<file path="config.mk">
export PLATFORM = sky130hd
export DESIGN_NAME = tdmcf_timer
export DESIGN_NICKNAME = d
export VERILOG_FILES = /design/src/tdmcf_pkg.sv /design/src/tdmcf_src_if.sv /design/src/tdmcf_event.sv /design/src/tdmcf_src_sel.sv /design/src/tdmcf_timer.sv
export VERILOG_INCLUDE_DIRS = /design/src
export SDC_FILE = /design/constraint.sdc
export NUM_CORES = 1
export LEC_CHECK = 0
export BUFFER_PORTS_ARGS = -buffer_cell sky130_fd_sc_hd__buf_2
export CAP_MARGIN = 10
export CORE_MARGIN = 5
export CORE_UTILIZATION = 30
export DETAILED_ROUTE_END_ITERATION = 8
export PLACE_DENSITY = 0.49
export SLEW_MARGIN = 20
export SYNTH_ARGS = -nofsm -noshare
export SYNTH_HDL_FRONTEND = slang
export SYNTH_HIERARCHICAL = 1
export SYNTH_SLANG_ARGS = --single-unit
</file>
<file path="constraint.sdc">
create_clock -name clk_i -period 3.2 [get_ports clk_i]
set_input_delay 0.16 -clock clk_i [delete_from_list [all_inputs] [get_ports clk_i]]
set_output_delay 0.16 -clock clk_i [all_outputs]
set_load 0.05 [all_outputs]
</file>
<file path="src/tdmcf_cfg.svh">
// addresses, field positions, reset values and select codes of the dual mode compare timer
// What this block does
// - top bit of high clock select set splits counter into two 8-bit counters
// - high select: 000-011 cascade, 100 /32, 101 /16, 110 /4, 111 watch/4
// - low select: top bit 0 external event edges (011 none), else /32 /16 /4 watch/4
// - external event active edge chosen by outside edge-select bit
// - 8-bit mode: each half clears on own match when its clear enable set
// - 8-bit mode: half wrap FF to 00 sets overflow flag, request if enabled
// - 16-bit mode: 16-bit match sets high match flag and high request flag
// - 8-bit mode: each half matches its own compare half independently
// - 16-bit mode: high toggle pin inverts on every 16-bit match
// - 8-bit mode: each toggle pin inverts on its own half match
// - writing output level bits drives pins low or high right after write
// - both compare halves reset to all ones
// - 16-bit compare value is high half above low half
// - 16-bit mode: counter and compare bytes pass through one temporary latch
// - control register is 8-bit, write-only, resets to 00
// - status register resets 00: ovf, match, ovf irq enable, clear per half
// - status flags set by hardware only; writes can only clear them
// - 8-bit mode: high match flag set whenever high counter equals high compare
// - enabling event pin function while pin low may count once
// - 16-bit mode: upper write goes to latch; lower write loads both bytes together
// - 16-bit mode: upper counter read captures lower byte into latch for next lower read
// - 16-bit mode: wrap FFFF to 0000 sets high overflow flag
`ifndef TDMCF_CFG_SVH
`define TDMCF_CFG_SVH
`define TDMCF_ADDR_CTRL 16'hFFB6
`define TDMCF_ADDR_STAT 16'hFFB7
`define TDMCF_ADDR_CNTH 16'hFFB8
`define TDMCF_ADDR_CNTL 16'hFFB9
`define TDMCF_ADDR_CMPH 16'hFFBA
`define TDMCF_ADDR_CMPL 16'hFFBB
`define TDMCF_CTRL_RST 8'h00
`define TDMCF_STAT_RST 8'h00
`define TDMCF_CNT_RST 8'h00
`define TDMCF_CMP_RST 8'hFF
`define TDMCF_IDLE_RD 8'hFF
`define TDMCF_HALF_MAX 8'hFF
`define TDMCF_CTRL_HLVL 7
`define TDMCF_CTRL_HSEL 6:4
`define TDMCF_CTRL_HTOP 6
`define TDMCF_CTRL_LLVL 3
`define TDMCF_CTRL_LSEL 2:0
`define TDMCF_ST_HOVF 7
`define TDMCF_ST_HMAT 6
`define TDMCF_ST_HOVIE 5
`define TDMCF_ST_HCLR 4
`define TDMCF_ST_LOVF 3
`define TDMCF_ST_LMAT 2
`define TDMCF_ST_LOVIE 1
`define TDMCF_ST_LCLR 0
`define TDMCF_FLAG_MASK 8'hCC
`define TDMCF_CS_NONE 3'h3
`define TDMCF_CS_D32 3'h4
`define TDMCF_CS_D16 3'h5
`define TDMCF_CS_D4 3'h6
`define TDMCF_CS_W4 3'h7
`define TDMCF_CS_TOP 2
`endif

</file>
<file path="src/tdmcf_pkg.sv">
// state types of the dual mode compare timer
package tdmcf_pkg;
  typedef struct packed {
    logic [7:0] ctrl;
    logic [7:0] stat;
    logic [7:0] arm;
    logic [7:0] cnt_h;
    logic [7:0] cnt_l;
    logic [7:0] cmp_h;
    logic [7:0] cmp_l;
    logic [7:0] temp;
    logic [7:0] rdata;
    logic tog_h;
    logic tog_l;
    logic irf_h;
    logic irf_l;
    logic irq_h;
    logic irq_l;
    logic meq_h;
    logic meq_l;
  } tdmcf_state_t;
  typedef struct packed {
    logic [3:0] lvl;
    logic tick;
  } tdmcf_sel_state_t;
  typedef struct packed {
    logic eff;
    logic pulse;
  } tdmcf_evt_state_t;
endpackage

</file>
<file path="src/tdmcf_src_if.sv">
// clock select code and count enable between the timer core and a source selector
`timescale 1ns/10ps
interface tdmcf_src_if;
  logic [2:0] sel;
  logic tick;
  modport ctl (output sel, input tick);
  modport gen (input sel, output tick);
endinterface

</file>
<file path="src/tdmcf_event.sv">
// external event pin conditioner: function gating and edge selection
`timescale 1ns/10ps
`include "tdmcf_cfg.svh"
module tdmcf_event (
  input wire logic clk_i,
  input wire logic rst_i,
  input wire logic pin_i,
  input wire logic edge_rise_i,
  input wire logic func_en_i,
  output logic pulse_o
);
  import tdmcf_pkg::*;
  tdmcf_evt_state_t s_q, s_d;
  logic eff;
  always_comb begin
    s_d = s_q;
    // pin idles high while its function is off, so enabling it on a low pin looks like a fall
    eff = func_en_i ? pin_i : 1'b1;
    s_d.eff = eff;
    s_d.pulse = edge_rise_i ? (eff & ~s_q.eff) : (~eff & s_q.eff);
  end
  always_ff @(posedge clk_i) begin
    if (rst_i) begin
      s_q <= '{eff: 1'b1, pulse: 1'b0};
    end else begin
      s_q <= s_d;
    end
  end
  assign pulse_o = s_q.pulse;
endmodule // tdmcf_event

</file>
<file path="src/tdmcf_src_sel.sv">
// count source selector: prescaler phases or event pulse to a one-cycle enable
`timescale 1ns/10ps
`include "tdmcf_cfg.svh"
module tdmcf_src_sel (
  input wire logic clk_i,
  input wire logic rst_i,
  input wire logic [3:0] phase_i,
  input wire logic ext_pulse_i,
  tdmcf_src_if.gen src
);
  import tdmcf_pkg::*;
  tdmcf_sel_state_t s_q, s_d;
  logic [3:0] rise;
  always_comb begin
    s_d = s_q;
    s_d.lvl = phase_i;
    // each rising edge of the selected phase gives exactly one enable cycle
    rise = phase_i & ~s_q.lvl;
    unique case (src.sel)
      `TDMCF_CS_D32: s_d.tick = rise[0];
      `TDMCF_CS_D16: s_d.tick = rise[1];
      `TDMCF_CS_D4: s_d.tick = rise[2];
      `TDMCF_CS_W4: s_d.tick = rise[3];
      `TDMCF_CS_NONE: s_d.tick = 1'b0;
      default: s_d.tick = ext_pulse_i;
    endcase
  end
  always_ff @(posedge clk_i) begin
    if (rst_i) begin
      s_q <= '0;
    end else begin
      s_q <= s_d;
    end
  end
  assign src.tick = s_q.tick;
endmodule // tdmcf_src_sel

</file>
<file path="src/tdmcf_timer.sv">
// dual mode compare timer: counters, compare, flags, toggle pins and byte register port
`timescale 1ns/10ps
`include "tdmcf_cfg.svh"
module tdmcf_timer (
  input wire logic clk_i,
  input wire logic rst_i,
  input wire logic [15:0] addr_i,
  input wire logic wr_i,
  input wire logic rd_i,
  input wire logic [7:0] wdata_i,
  output logic [7:0] rdata_o,
  input wire logic div32_i,
  input wire logic div16_i,
  input wire logic div4_i,
  input wire logic watch_div4_i,
  input wire logic event_input_pin_i,
  input wire logic event_edge_select_i,
  input wire logic event_pin_function_bit_i,
  input wire logic high_irq_enable_i,
  input wire logic low_irq_enable_i,
  input wire logic high_irq_clear_i,
  input wire logic low_irq_clear_i,
  output logic high_irq_request_flag_o,
  output logic low_irq_request_flag_o,
  output logic high_irq_o,
  output logic low_irq_o,
  output logic high_toggle_pin_o,
  output logic low_toggle_pin_o
);
  import tdmcf_pkg::*;

  ////////////////////////////////////////////////////////////////////////////////

  tdmcf_state_t s_q, s_d;
  tdmcf_src_if src_h ();
  tdmcf_src_if src_l ();
  logic ext_pulse;
  logic [3:0] phases;

  function automatic logic [7:0] inc8(input logic [7:0] v);
    inc8 = v + 8'h01;
  endfunction

  function automatic logic hit(input logic [15:0] a, input logic [15:0] b);
    hit = (a == b);
  endfunction

  ////////////////////////////////////////////////////////////////////////////////

  assign phases = {watch_div4_i, div4_i, div16_i, div32_i};
  assign src_h.sel = s_q.ctrl[`TDMCF_CTRL_HSEL];
  assign src_l.sel = s_q.ctrl[`TDMCF_CTRL_LSEL];

  tdmcf_event u_event (
    .clk_i(clk_i),
    .rst_i(rst_i),
    .pin_i(event_input_pin_i),
    .edge_rise_i(event_edge_select_i),
    .func_en_i(event_pin_function_bit_i),
    .pulse_o(ext_pulse)
  );

  tdmcf_src_sel u_sel_h (
    .clk_i(clk_i),
    .rst_i(rst_i),
    .phase_i(phases),
    .ext_pulse_i(1'b0),
    .src(src_h.gen)
  );

  tdmcf_src_sel u_sel_l (
    .clk_i(clk_i),
    .rst_i(rst_i),
    .phase_i(phases),
    .ext_pulse_i(ext_pulse),
    .src(src_l.gen)
  );

  ////////////////////////////////////////////////////////////////////////////////

  logic split;
  logic inc_l;
  logic inc_h;
  logic eq_h;
  logic eq_l;
  logic ovf_h;
  logic ovf_l;
  logic rise_h;
  logic rise_l;
  logic [15:0] wide;
  logic [7:0] set_m;
  logic [7:0] clr_m;
  logic wr_ctrl;
  logic wr_stat;
  logic wr_cnth;
  logic wr_cntl;
  logic wr_cmph;
  logic wr_cmpl;

  always_comb begin
    s_d = s_q;
    split = s_q.ctrl[`TDMCF_CTRL_HTOP];
    wide = {s_q.cnt_h, s_q.cnt_l};
    inc_l = src_l.tick;
    inc_h = 1'b0;
    ovf_h = 1'b0;
    ovf_l = 1'b0;
    set_m = 8'h00;
    clr_m = 8'h00;
    wr_ctrl = wr_i && (addr_i == `TDMCF_ADDR_CTRL);
    wr_stat = wr_i && (addr_i == `TDMCF_ADDR_STAT);
    wr_cnth = wr_i && (addr_i == `TDMCF_ADDR_CNTH);
    wr_cntl = wr_i && (addr_i == `TDMCF_ADDR_CNTL);
    wr_cmph = wr_i && (addr_i == `TDMCF_ADDR_CMPH);
    wr_cmpl = wr_i && (addr_i == `TDMCF_ADDR_CMPL);

    // compare: whole word in 16-bit mode, each half alone in 8-bit mode
    if (split) begin
      eq_h = hit({8'h00, s_q.cnt_h}, {8'h00, s_q.cmp_h});
      eq_l = hit({8'h00, s_q.cnt_l}, {8'h00, s_q.cmp_l});
    end else begin
      eq_h = hit(wide, {s_q.cmp_h, s_q.cmp_l});
      eq_l = 1'b0;
    end
    rise_h = eq_h & ~s_q.meq_h;
    rise_l = eq_l & ~s_q.meq_l;
    s_d.meq_h = eq_h;
    s_d.meq_l = eq_l;

    ////////////////////////////////////////////////////////////////////////////
    // counting
    if (split) begin
      inc_h = src_h.tick;
      if (inc_l) begin
        if (s_q.stat[`TDMCF_ST_LCLR] && eq_l) begin
          s_d.cnt_l = `TDMCF_CNT_RST;
        end else begin
          ovf_l = (s_q.cnt_l == `TDMCF_HALF_MAX);
          s_d.cnt_l = inc8(s_q.cnt_l);
        end
      end
      if (inc_h) begin
        if (s_q.stat[`TDMCF_ST_HCLR] && eq_h) begin
          s_d.cnt_h = `TDMCF_CNT_RST;
        end else begin
          ovf_h = (s_q.cnt_h == `TDMCF_HALF_MAX);
          s_d.cnt_h = inc8(s_q.cnt_h);
        end
      end
    end else if (inc_l) begin
      // high half advances on the low half carry
      if (s_q.stat[`TDMCF_ST_HCLR] && eq_h) begin
        s_d.cnt_h = `TDMCF_CNT_RST;
        s_d.cnt_l = `TDMCF_CNT_RST;
      end else begin
        ovf_h = (s_q.cnt_h == `TDMCF_HALF_MAX) && (s_q.cnt_l == `TDMCF_HALF_MAX);
        s_d.cnt_l = inc8(s_q.cnt_l);
        if (s_q.cnt_l == `TDMCF_HALF_MAX) begin
          s_d.cnt_h = inc8(s_q.cnt_h);
        end
      end
    end

    ////////////////////////////////////////////////////////////////////////////
    // toggle pins; a level write in the same cycle takes precedence
    if (rise_h) begin
      s_d.tog_h = ~s_q.tog_h;
    end
    if (rise_l) begin
      s_d.tog_l = ~s_q.tog_l;
    end

    ////////////////////////////////////////////////////////////////////////////
    // register writes
    if (wr_ctrl) begin
      s_d.ctrl = wdata_i;
      s_d.tog_h = wdata_i[`TDMCF_CTRL_HLVL];
      s_d.tog_l = wdata_i[`TDMCF_CTRL_LLVL];
    end
    if (wr_stat) begin
      // only flags seen as 1 by a previous read can be cleared
      clr_m = ~wdata_i & s_q.arm & `TDMCF_FLAG_MASK;
      s_d.stat = (s_q.stat & `TDMCF_FLAG_MASK) | (wdata_i & ~`TDMCF_FLAG_MASK);
      s_d.arm = 8'h00;
    end
    if (wr_cnth) begin
      if (split) begin
        s_d.cnt_h = wdata_i;
      end else begin
        s_d.temp = wdata_i;
      end
    end
    if (wr_cntl) begin
      s_d.cnt_l = wdata_i;
      if (!split) begin
        s_d.cnt_h = s_q.temp;
      end
    end
    if (wr_cmph) begin
      if (split) begin
        s_d.cmp_h = wdata_i;
      end else begin
        s_d.temp = wdata_i;
      end
    end
    if (wr_cmpl) begin
      s_d.cmp_l = wdata_i;
      if (!split) begin
        s_d.cmp_h = s_q.temp;
      end
    end

    ////////////////////////////////////////////////////////////////////////////
    // flags: hardware set wins over a same-cycle clear
    set_m[`TDMCF_ST_HOVF] = ovf_h;
    set_m[`TDMCF_ST_HMAT] = eq_h;
    set_m[`TDMCF_ST_LOVF] = ovf_l;
    set_m[`TDMCF_ST_LMAT] = eq_l;
    s_d.stat = (s_d.stat & ~clr_m) | set_m;

    if (high_irq_clear_i) begin
      s_d.irf_h = 1'b0;
    end
    if (low_irq_clear_i) begin
      s_d.irf_l = 1'b0;
    end
    if (rise_h || (ovf_h && s_q.stat[`TDMCF_ST_HOVIE])) begin
      s_d.irf_h = 1'b1;
    end
    if (rise_l || (ovf_l && s_q.stat[`TDMCF_ST_LOVIE])) begin
      s_d.irf_l = 1'b1;
    end
    s_d.irq_h = s_d.irf_h & high_irq_enable_i;
    s_d.irq_l = s_d.irf_l & low_irq_enable_i;

    ////////////////////////////////////////////////////////////////////////////
    // register reads, answered on the next edge
    s_d.rdata = `TDMCF_IDLE_RD;
    if (rd_i) begin
      unique case (addr_i)
        `TDMCF_ADDR_STAT: begin
          s_d.rdata = s_q.stat;
          s_d.arm = s_q.arm | (s_q.stat & `TDMCF_FLAG_MASK);
        end
        `TDMCF_ADDR_CNTH: begin
          s_d.rdata = s_q.cnt_h;
          if (!split) begin
            s_d.temp = s_q.cnt_l;
          end
        end
        `TDMCF_ADDR_CNTL: begin
          s_d.rdata = split ? s_q.cnt_l : s_q.temp;
        end
        `TDMCF_ADDR_CMPH: begin
          s_d.rdata = s_q.cmp_h;
        end
        `TDMCF_ADDR_CMPL: begin
          s_d.rdata = s_q.cmp_l;
        end
        // control register is write-only and reads as idle
        default: begin
          s_d.rdata = `TDMCF_IDLE_RD;
        end
      endcase
    end
  end

  ////////////////////////////////////////////////////////////////////////////////

  always_ff @(posedge clk_i) begin
    if (rst_i) begin
      s_q <= '0;
      s_q.ctrl <= `TDMCF_CTRL_RST;
      s_q.stat <= `TDMCF_STAT_RST;
      s_q.cnt_h <= `TDMCF_CNT_RST;
      s_q.cnt_l <= `TDMCF_CNT_RST;
      s_q.cmp_h <= `TDMCF_CMP_RST;
      s_q.cmp_l <= `TDMCF_CMP_RST;
      s_q.rdata <= `TDMCF_IDLE_RD;
    end else begin
      s_q <= s_d;
    end
  end

  assign rdata_o = s_q.rdata;
  assign high_irq_request_flag_o = s_q.irf_h;
  assign low_irq_request_flag_o = s_q.irf_l;
  assign high_irq_o = s_q.irq_h;
  assign low_irq_o = s_q.irq_l;
  assign high_toggle_pin_o = s_q.tog_h;
  assign low_toggle_pin_o = s_q.tog_l;
endmodule // tdmcf_timer

</file>
Word-level counts from Yosys, hierarchy flattened. Index checks and enable logic that the tools add are counted.

Output and inout port bits: 14. Input bits: 39. Register bits: 87. Logic and storage cells: 133.

Muxes and demuxes: 50. Reduce and logical (&&, ||, !) cells: 17. $add $sub $neg: 2. Bitwise operators: 22. Equal/unequal tests: 20.

Operator list (count): $mux W8 (21); $mux W16 (7); $eq A16 B16 Y1 const B (6); $pmux W8 S5 (1); $eq A3 B3 Y1 const B (8); $mux W1 (18); $add A8 B1 Y8 const B (2); $and A8 B8 Y8 (2); $eq A16 B16 Y1 (1); $eq A8 B8 Y1 (2); $eq A8 B8 Y1 const B (2); $not A8 Y8 (2); $or A8 B8 Y8 (2); $logic_and A1 B1 Y1 (11); $or A8 B6 Y8 (1); $not A1 Y1 (7); $and A1 B1 Y1 (6); $reduce_bool A2 Y1 (3); $pmux W1 S5 (1); $and A4 B4 Y4 (1); $not A4 Y4 (1); $pmux W1 S4 (1); $eq A3 B2 Y1 const B (1); $logic_or A1 B1 Y1 (2); other kinds (2) (2).

Logic depth before layout (Yosys ltp).
Word-level depth: 10. Gate-level depth with buffers: 8. Mapped depth without buffers: 7.

Modules after synthesis. Netlist, hierarchy kept.

Modules (own cells, without submodules): tdmcf_timer (area each 4389.2 um^2, times used 1, sequential area each 1481.4 um^2, cells an instance 518); tdmcf_src_sel (area each 196.4 um^2, times used 2, sequential area each 100.1 um^2, cells an instance 17); tdmcf_event (area each 81.3 um^2, times used 1, sequential area each 40.0 um^2, cells an instance 7).

Worst setup path after synthesis. OpenSTA, ideal clock, no wires.

Kind: flip-flop to flip-flop. Start: reg s_q[40] in the netlist's numbering. End: reg s_q[53] in the netlist's numbering. Arrival time: 2077 ps. Setup slack: 1063 ps. Buffers on the path: 0. Library setup time: 59 ps. Period minus slack after synthesis: 2137 ps. Required time: 3141 ps. Cell stages (with the launch flop): 8. Path through: dfxtp_1 ha_1 nand4_1 or3_1 or3_1 a221o_1 o22ai_1 o311a_1.

Word-level cells in the longest chain between the ends: 10. Elaborated cells between the ends (all ways): 14. Those cells by class: eq/ne (2); mux (11); reduce/logical (1).

RTL lines: start: declaration (line tdmcf_timer.sv:34) `tdmcf_state_t s_q, s_d;`; $eq A16 B16 Y1 (line tdmcf_timer.sv:45) `hit = (a == b);`; $mux W1 (line tdmcf_timer.sv:118) `if (split) begin`; $logic_and A1 B1 Y1 (line tdmcf_timer.sv:143, tdmcf_timer.sv:152); $mux W16 / $mux W8 (equally long branches) (line tdmcf_timer.sv:152, tdmcf_timer.sv:143); $mux W16 / $mux W8 (equally long branches) (line tdmcf_timer.sv:150, tdmcf_timer.sv:142); $mux W16 (*) (line tdmcf_timer.sv:132) `if (split) begin`; $mux W8 (line tdmcf_timer.sv:187) `if (split) begin`; $mux W8 (*) (line tdmcf_timer.sv:186) `if (wr_cnth) begin`; $mux W8 (line tdmcf_timer.sv:195) `if (!split) begin`; $mux W16 (*) (line tdmcf_timer.sv:193) `if (wr_cntl) begin`.

Every way passes the cells marked *; elsewhere a longest branch is shown, timed or not. The select of a mux whose other input is x is not followed. A chain may end at the register's enable or synchronous reset.

Worst setup path after layout. Ends and elaborated chain as after synthesis.

==> results.yml <==
worst_hold_path:
  hold_path_depth: 2
  min_to: "u_sel_h/s_q[4]"
  hp-class: "in2reg"
  hold_start: "watch_div4_i"
clock_tree:
  insertion_delay_ns: 0.36
  h-tree-depth: 3
  cts.sinks: 86
  cts-root-buf: "clkbuf_16"
  path_clk_slew_ns: 0.07
  cts_tree: "built"
  clk_path_buf_depth: 2
  cts_made_buffers: 9
  ctsResizeCount: 0
global_routing:
  first_global_vias: 4607
  grt_use_total_pct: 18.8
  grt_first_pass_wirelength_mm: 26.6
  overflow: 0
  antenna_found_initial: 0
  grt_max_degree: 32
floorplanning:
  initial_core_util_pct: 30.6
  die_w_microns: 137
  core_sq_um: 15900
  fp.dieH_microns: 137
  row_count: 46
  dieArea_sq_um: 18900
  io_pins: 53
synth:
  synth_cell_types: 69
  synth_warnings: 6
  synth_top_area_share_pct: 35.4
  synth-seq-area-share_pct: 35.4
  synth_area_leader_cell: "dfxtp_1"
  synth_edf_count: 0
  syn-num-nets: 600
  synth.ff_latch_count: 86
  synth_area_leaders: "dfxtp_1, mux2i_1, mux2_2"
  async_flop_share_pct: 0
  synthFlopType: "dfxtp_1"
  syn_area_per_cell_sq_um: 8.70
  syn_area_sq_um: 4860
  synthCells: 559
routing:
  drc_errors: 0
  drt_pass1_iterations: 5
  initialDrtViolationCount: 339
  vias: 4568
  post_drt_wl_per_cell_microns: 20.7
  finalWirelength_mm: 17.0
  avgViaCountPerCell: 5.56
  antenna_violating_nets_post_route: 0
layout:
  finalNonFillerCells: 821
  num-fill-cells: 1695
  nets: 641
  antenna_cells: 0
  multi_input_area_sq_um: 2880
  area_delta_synth_final_pct: 16.4
  seq_area_sq_um: 1720
  drive_gt1_share_pct: 21.2
  final_cell_area_sq_um: 5660
worst_setup_path:
  r2r_start: "s_q[40]"
  cpMostUsedCell: "or3_1"
  slowest_delay_ns: 0.54
  worstRegToRegCells: 7
  cp-end-kind: "register"
  crit_chain: "ha_1 -> nand4_1 -> or3_1 -> or3_1 -> a221o_1 -> o22ai_1 -> o311a_1"
  crit_start: "s_q[40]"
  worst-setup-path-type: "reg2reg"
  cp-start-kind: "register"
  rrSetupSlack_ns: 0.58
  worst-path-max-fanout: 8
  timing.rr.end: "s_q[53]"
  cp.arrival_ns: 2.92
  crit_slowest_cell: "dfxtp_1"
  required_ns: 3.50
placed_design:
  port_buffers: 52
  place_congestion: 0.904
  dp.final_hpwl_mm: 12.5
  numPlacedInstances: 804
  placed_area_sq_um: 5350
sta:
  fin_crit_sh_pct: 81.8
  tightest_slew_ns: 1.14
  hold_viol: 0
  maxSlewViolCount: 0
  rsz0062_at_grt: "no"
  slew_headroom_pct: 23.2
  max_freq_ghz: 0.382
  setup_viol: 0
  skew_ns: 0.0112
  setup_tns_ns: 0
  period_minus_slack_ns: 2.62
pwr:
  power_density_nw_per_um2: 402
  ir_worst_vdd_uv: 343
  p_leak_nw: 2.06
job:
  drv_cap: 0
status:
  status: "completed"
[layout by cell type (no fill, tap or decap), types with 4 or more instances in the layout]
cell type   n
a211o_1     8
a211oi_1    5
a21o_1      7
a21oi_1    27
a221oi_1   12
a22oi_1    11
a311oi_1    4
a31oi_1     9
and2_1      6
and3_1      8
and4bb_1    4
buf_2      52
buf_4      23
clkbuf_16   9
dfxtp_1    86
inv_1      11
mux2_2     15
mux2i_1    17
nand2_1    31
nand2b_1   16
nand3_1    18
nand4_1     8
nor2_1     39
nor2b_1    19
nor3_1     16
nor3b_1     9
nor4_1      9
o21ai_0    14
o221a_2     7
o22ai_1    10
or2_2       4
or3_1       6
xnor2_1    16
xor2_1     13
[registers in the layout (all words and copies together), names as in the netlist]
signal and cells:
u_sel_h/src.tick 1, high_toggle_pin_o 1, u_event/s_q 1, low_irq_o 1, u_event/pulse_o 1, s_q 60, high_irq_request_flag_o 1, u_sel_l/s_q 4
low_toggle_pin_o 1, rdata_o 8, u_sel_l/src.tick 1, low_irq_request_flag_o 1, u_sel_h/s_q 4, high_irq_o 1
[final cells by class]
type                       count  share of cell area [%]
clock inverter                 6                    1.24
multi-input combinational    415                    50.9
timing repair buffer          76                    7.82
inverter                      12                   0.796
sequential                    86                    30.4
tap                          216                    4.77
clock buffer                  10                    4.04
[worst max-delay path: cells and delay by family (launching register included)]
kind	cells	cell delay [ns]
simple gates	3	1.03
compound gates	3	0.67
flops	1	0.54
fa+ha+maj	1	0.31
[what timing repair did]
action,CTS,global route
hold buffers,1,0
endpoints found under the setup margin,0,0
endpoints found under the hold margin,1,0
buffers inserted,0,0
[cell families after synthesis]
kind of cell / synth area share [%]
AO/OA/AOI/OAI: 20.2
XOR/XNOR: 5.22
adder cells (fa/ha/maj): 0.514
buffers and inverters: 5.33
flip-flops: 35.4
multiplexers: 6.97
other: 0.0771
AND/OR/NAND/NOR: 26.2
[metal layers]
| metal | routed length, microns | GRT usage (%) | up-vias |
|---|---|---|---|
| met4 | 591 | 7.82 | 0 |
| met1 | 7510 | 25.0 | 2227 |
| met2 | 7890 | 29.3 | 153 |
| met5 | 0 | 0 | - |
| met3 | 1040 | 4.13 | 41 |
| li1 | - | - | 2147 |
[Yosys cell counts (all sizes together), types with 3 or more instances]
| library cell | count |
|---|---|
| clkbuf | 32 |
| nor4b | 3 |
| and4bb | 4 |
| nor4 | 12 |
| a211o | 8 |
| and3 | 8 |
| a21o | 7 |
| mux2i | 17 |
| nor2 | 39 |
| or3b | 3 |
| nand4b | 4 |
| nand2b | 17 |
| inv | 11 |
| a31oi | 9 |
| o21ai | 15 |
| nor2b | 19 |
| and2 | 6 |
| nand3 | 18 |
| nor3 | 16 |
| o311a | 3 |
| mux2 | 15 |
| xor2 | 13 |
| or2 | 4 |
| o221a | 7 |
| a311oi | 4 |
| or3 | 6 |
| a221oi | 12 |
| nor3b | 9 |
| a22oi | 11 |
| o22ai | 10 |
| a21oi | 28 |
| dfxtp | 86 |
| xnor2 | 16 |
| a211oi | 5 |
| or4 | 4 |
| buf | 14 |
| nand2 | 31 |
| nand4 | 8 |
| nand3b | 3 |
[worst max path at each step]
stage | to | slack (ns)
3_5_place_dp | s_q[53] | 0.63
5_1_grt | s_q[53] | 0.47
4_1_cts | s_q[53] | 0.60
3_3_place_gp | s_q[53] | 0.65
2_1_floorplan | s_q[53] | 1.06
6_report | s_q[53] | 0.58
[power breakdown]
group / switching, mW / internal (mW)
clock network: 0.466 / 0.611
logic: 0.0739 / 0.0402
registers: 0.00531 / 1.08
total: 0.545 / 1.73
[per-stage QoR]
stage / util, % / worst slack (ns) / total power [mW] / hold WS [ns]
2_1_floorplan: - / 1.06 / 1.15 / 0.229
3_3_place_gp: 33.7 / 0.651 / 1.22 / 0.364
6_report: 35.6 / 0.581 / 2.27 / 0.0680
3_5_place_dp: 33.7 / 0.627 / 1.22 / 0.377
4_1_cts: 35.6 / 0.602 / 2.30 / 0.0525
5_1_grt: 35.6 / 0.469 / 2.36 / 0.0780
No activity file was read; power rests on OpenSTA's default activity.
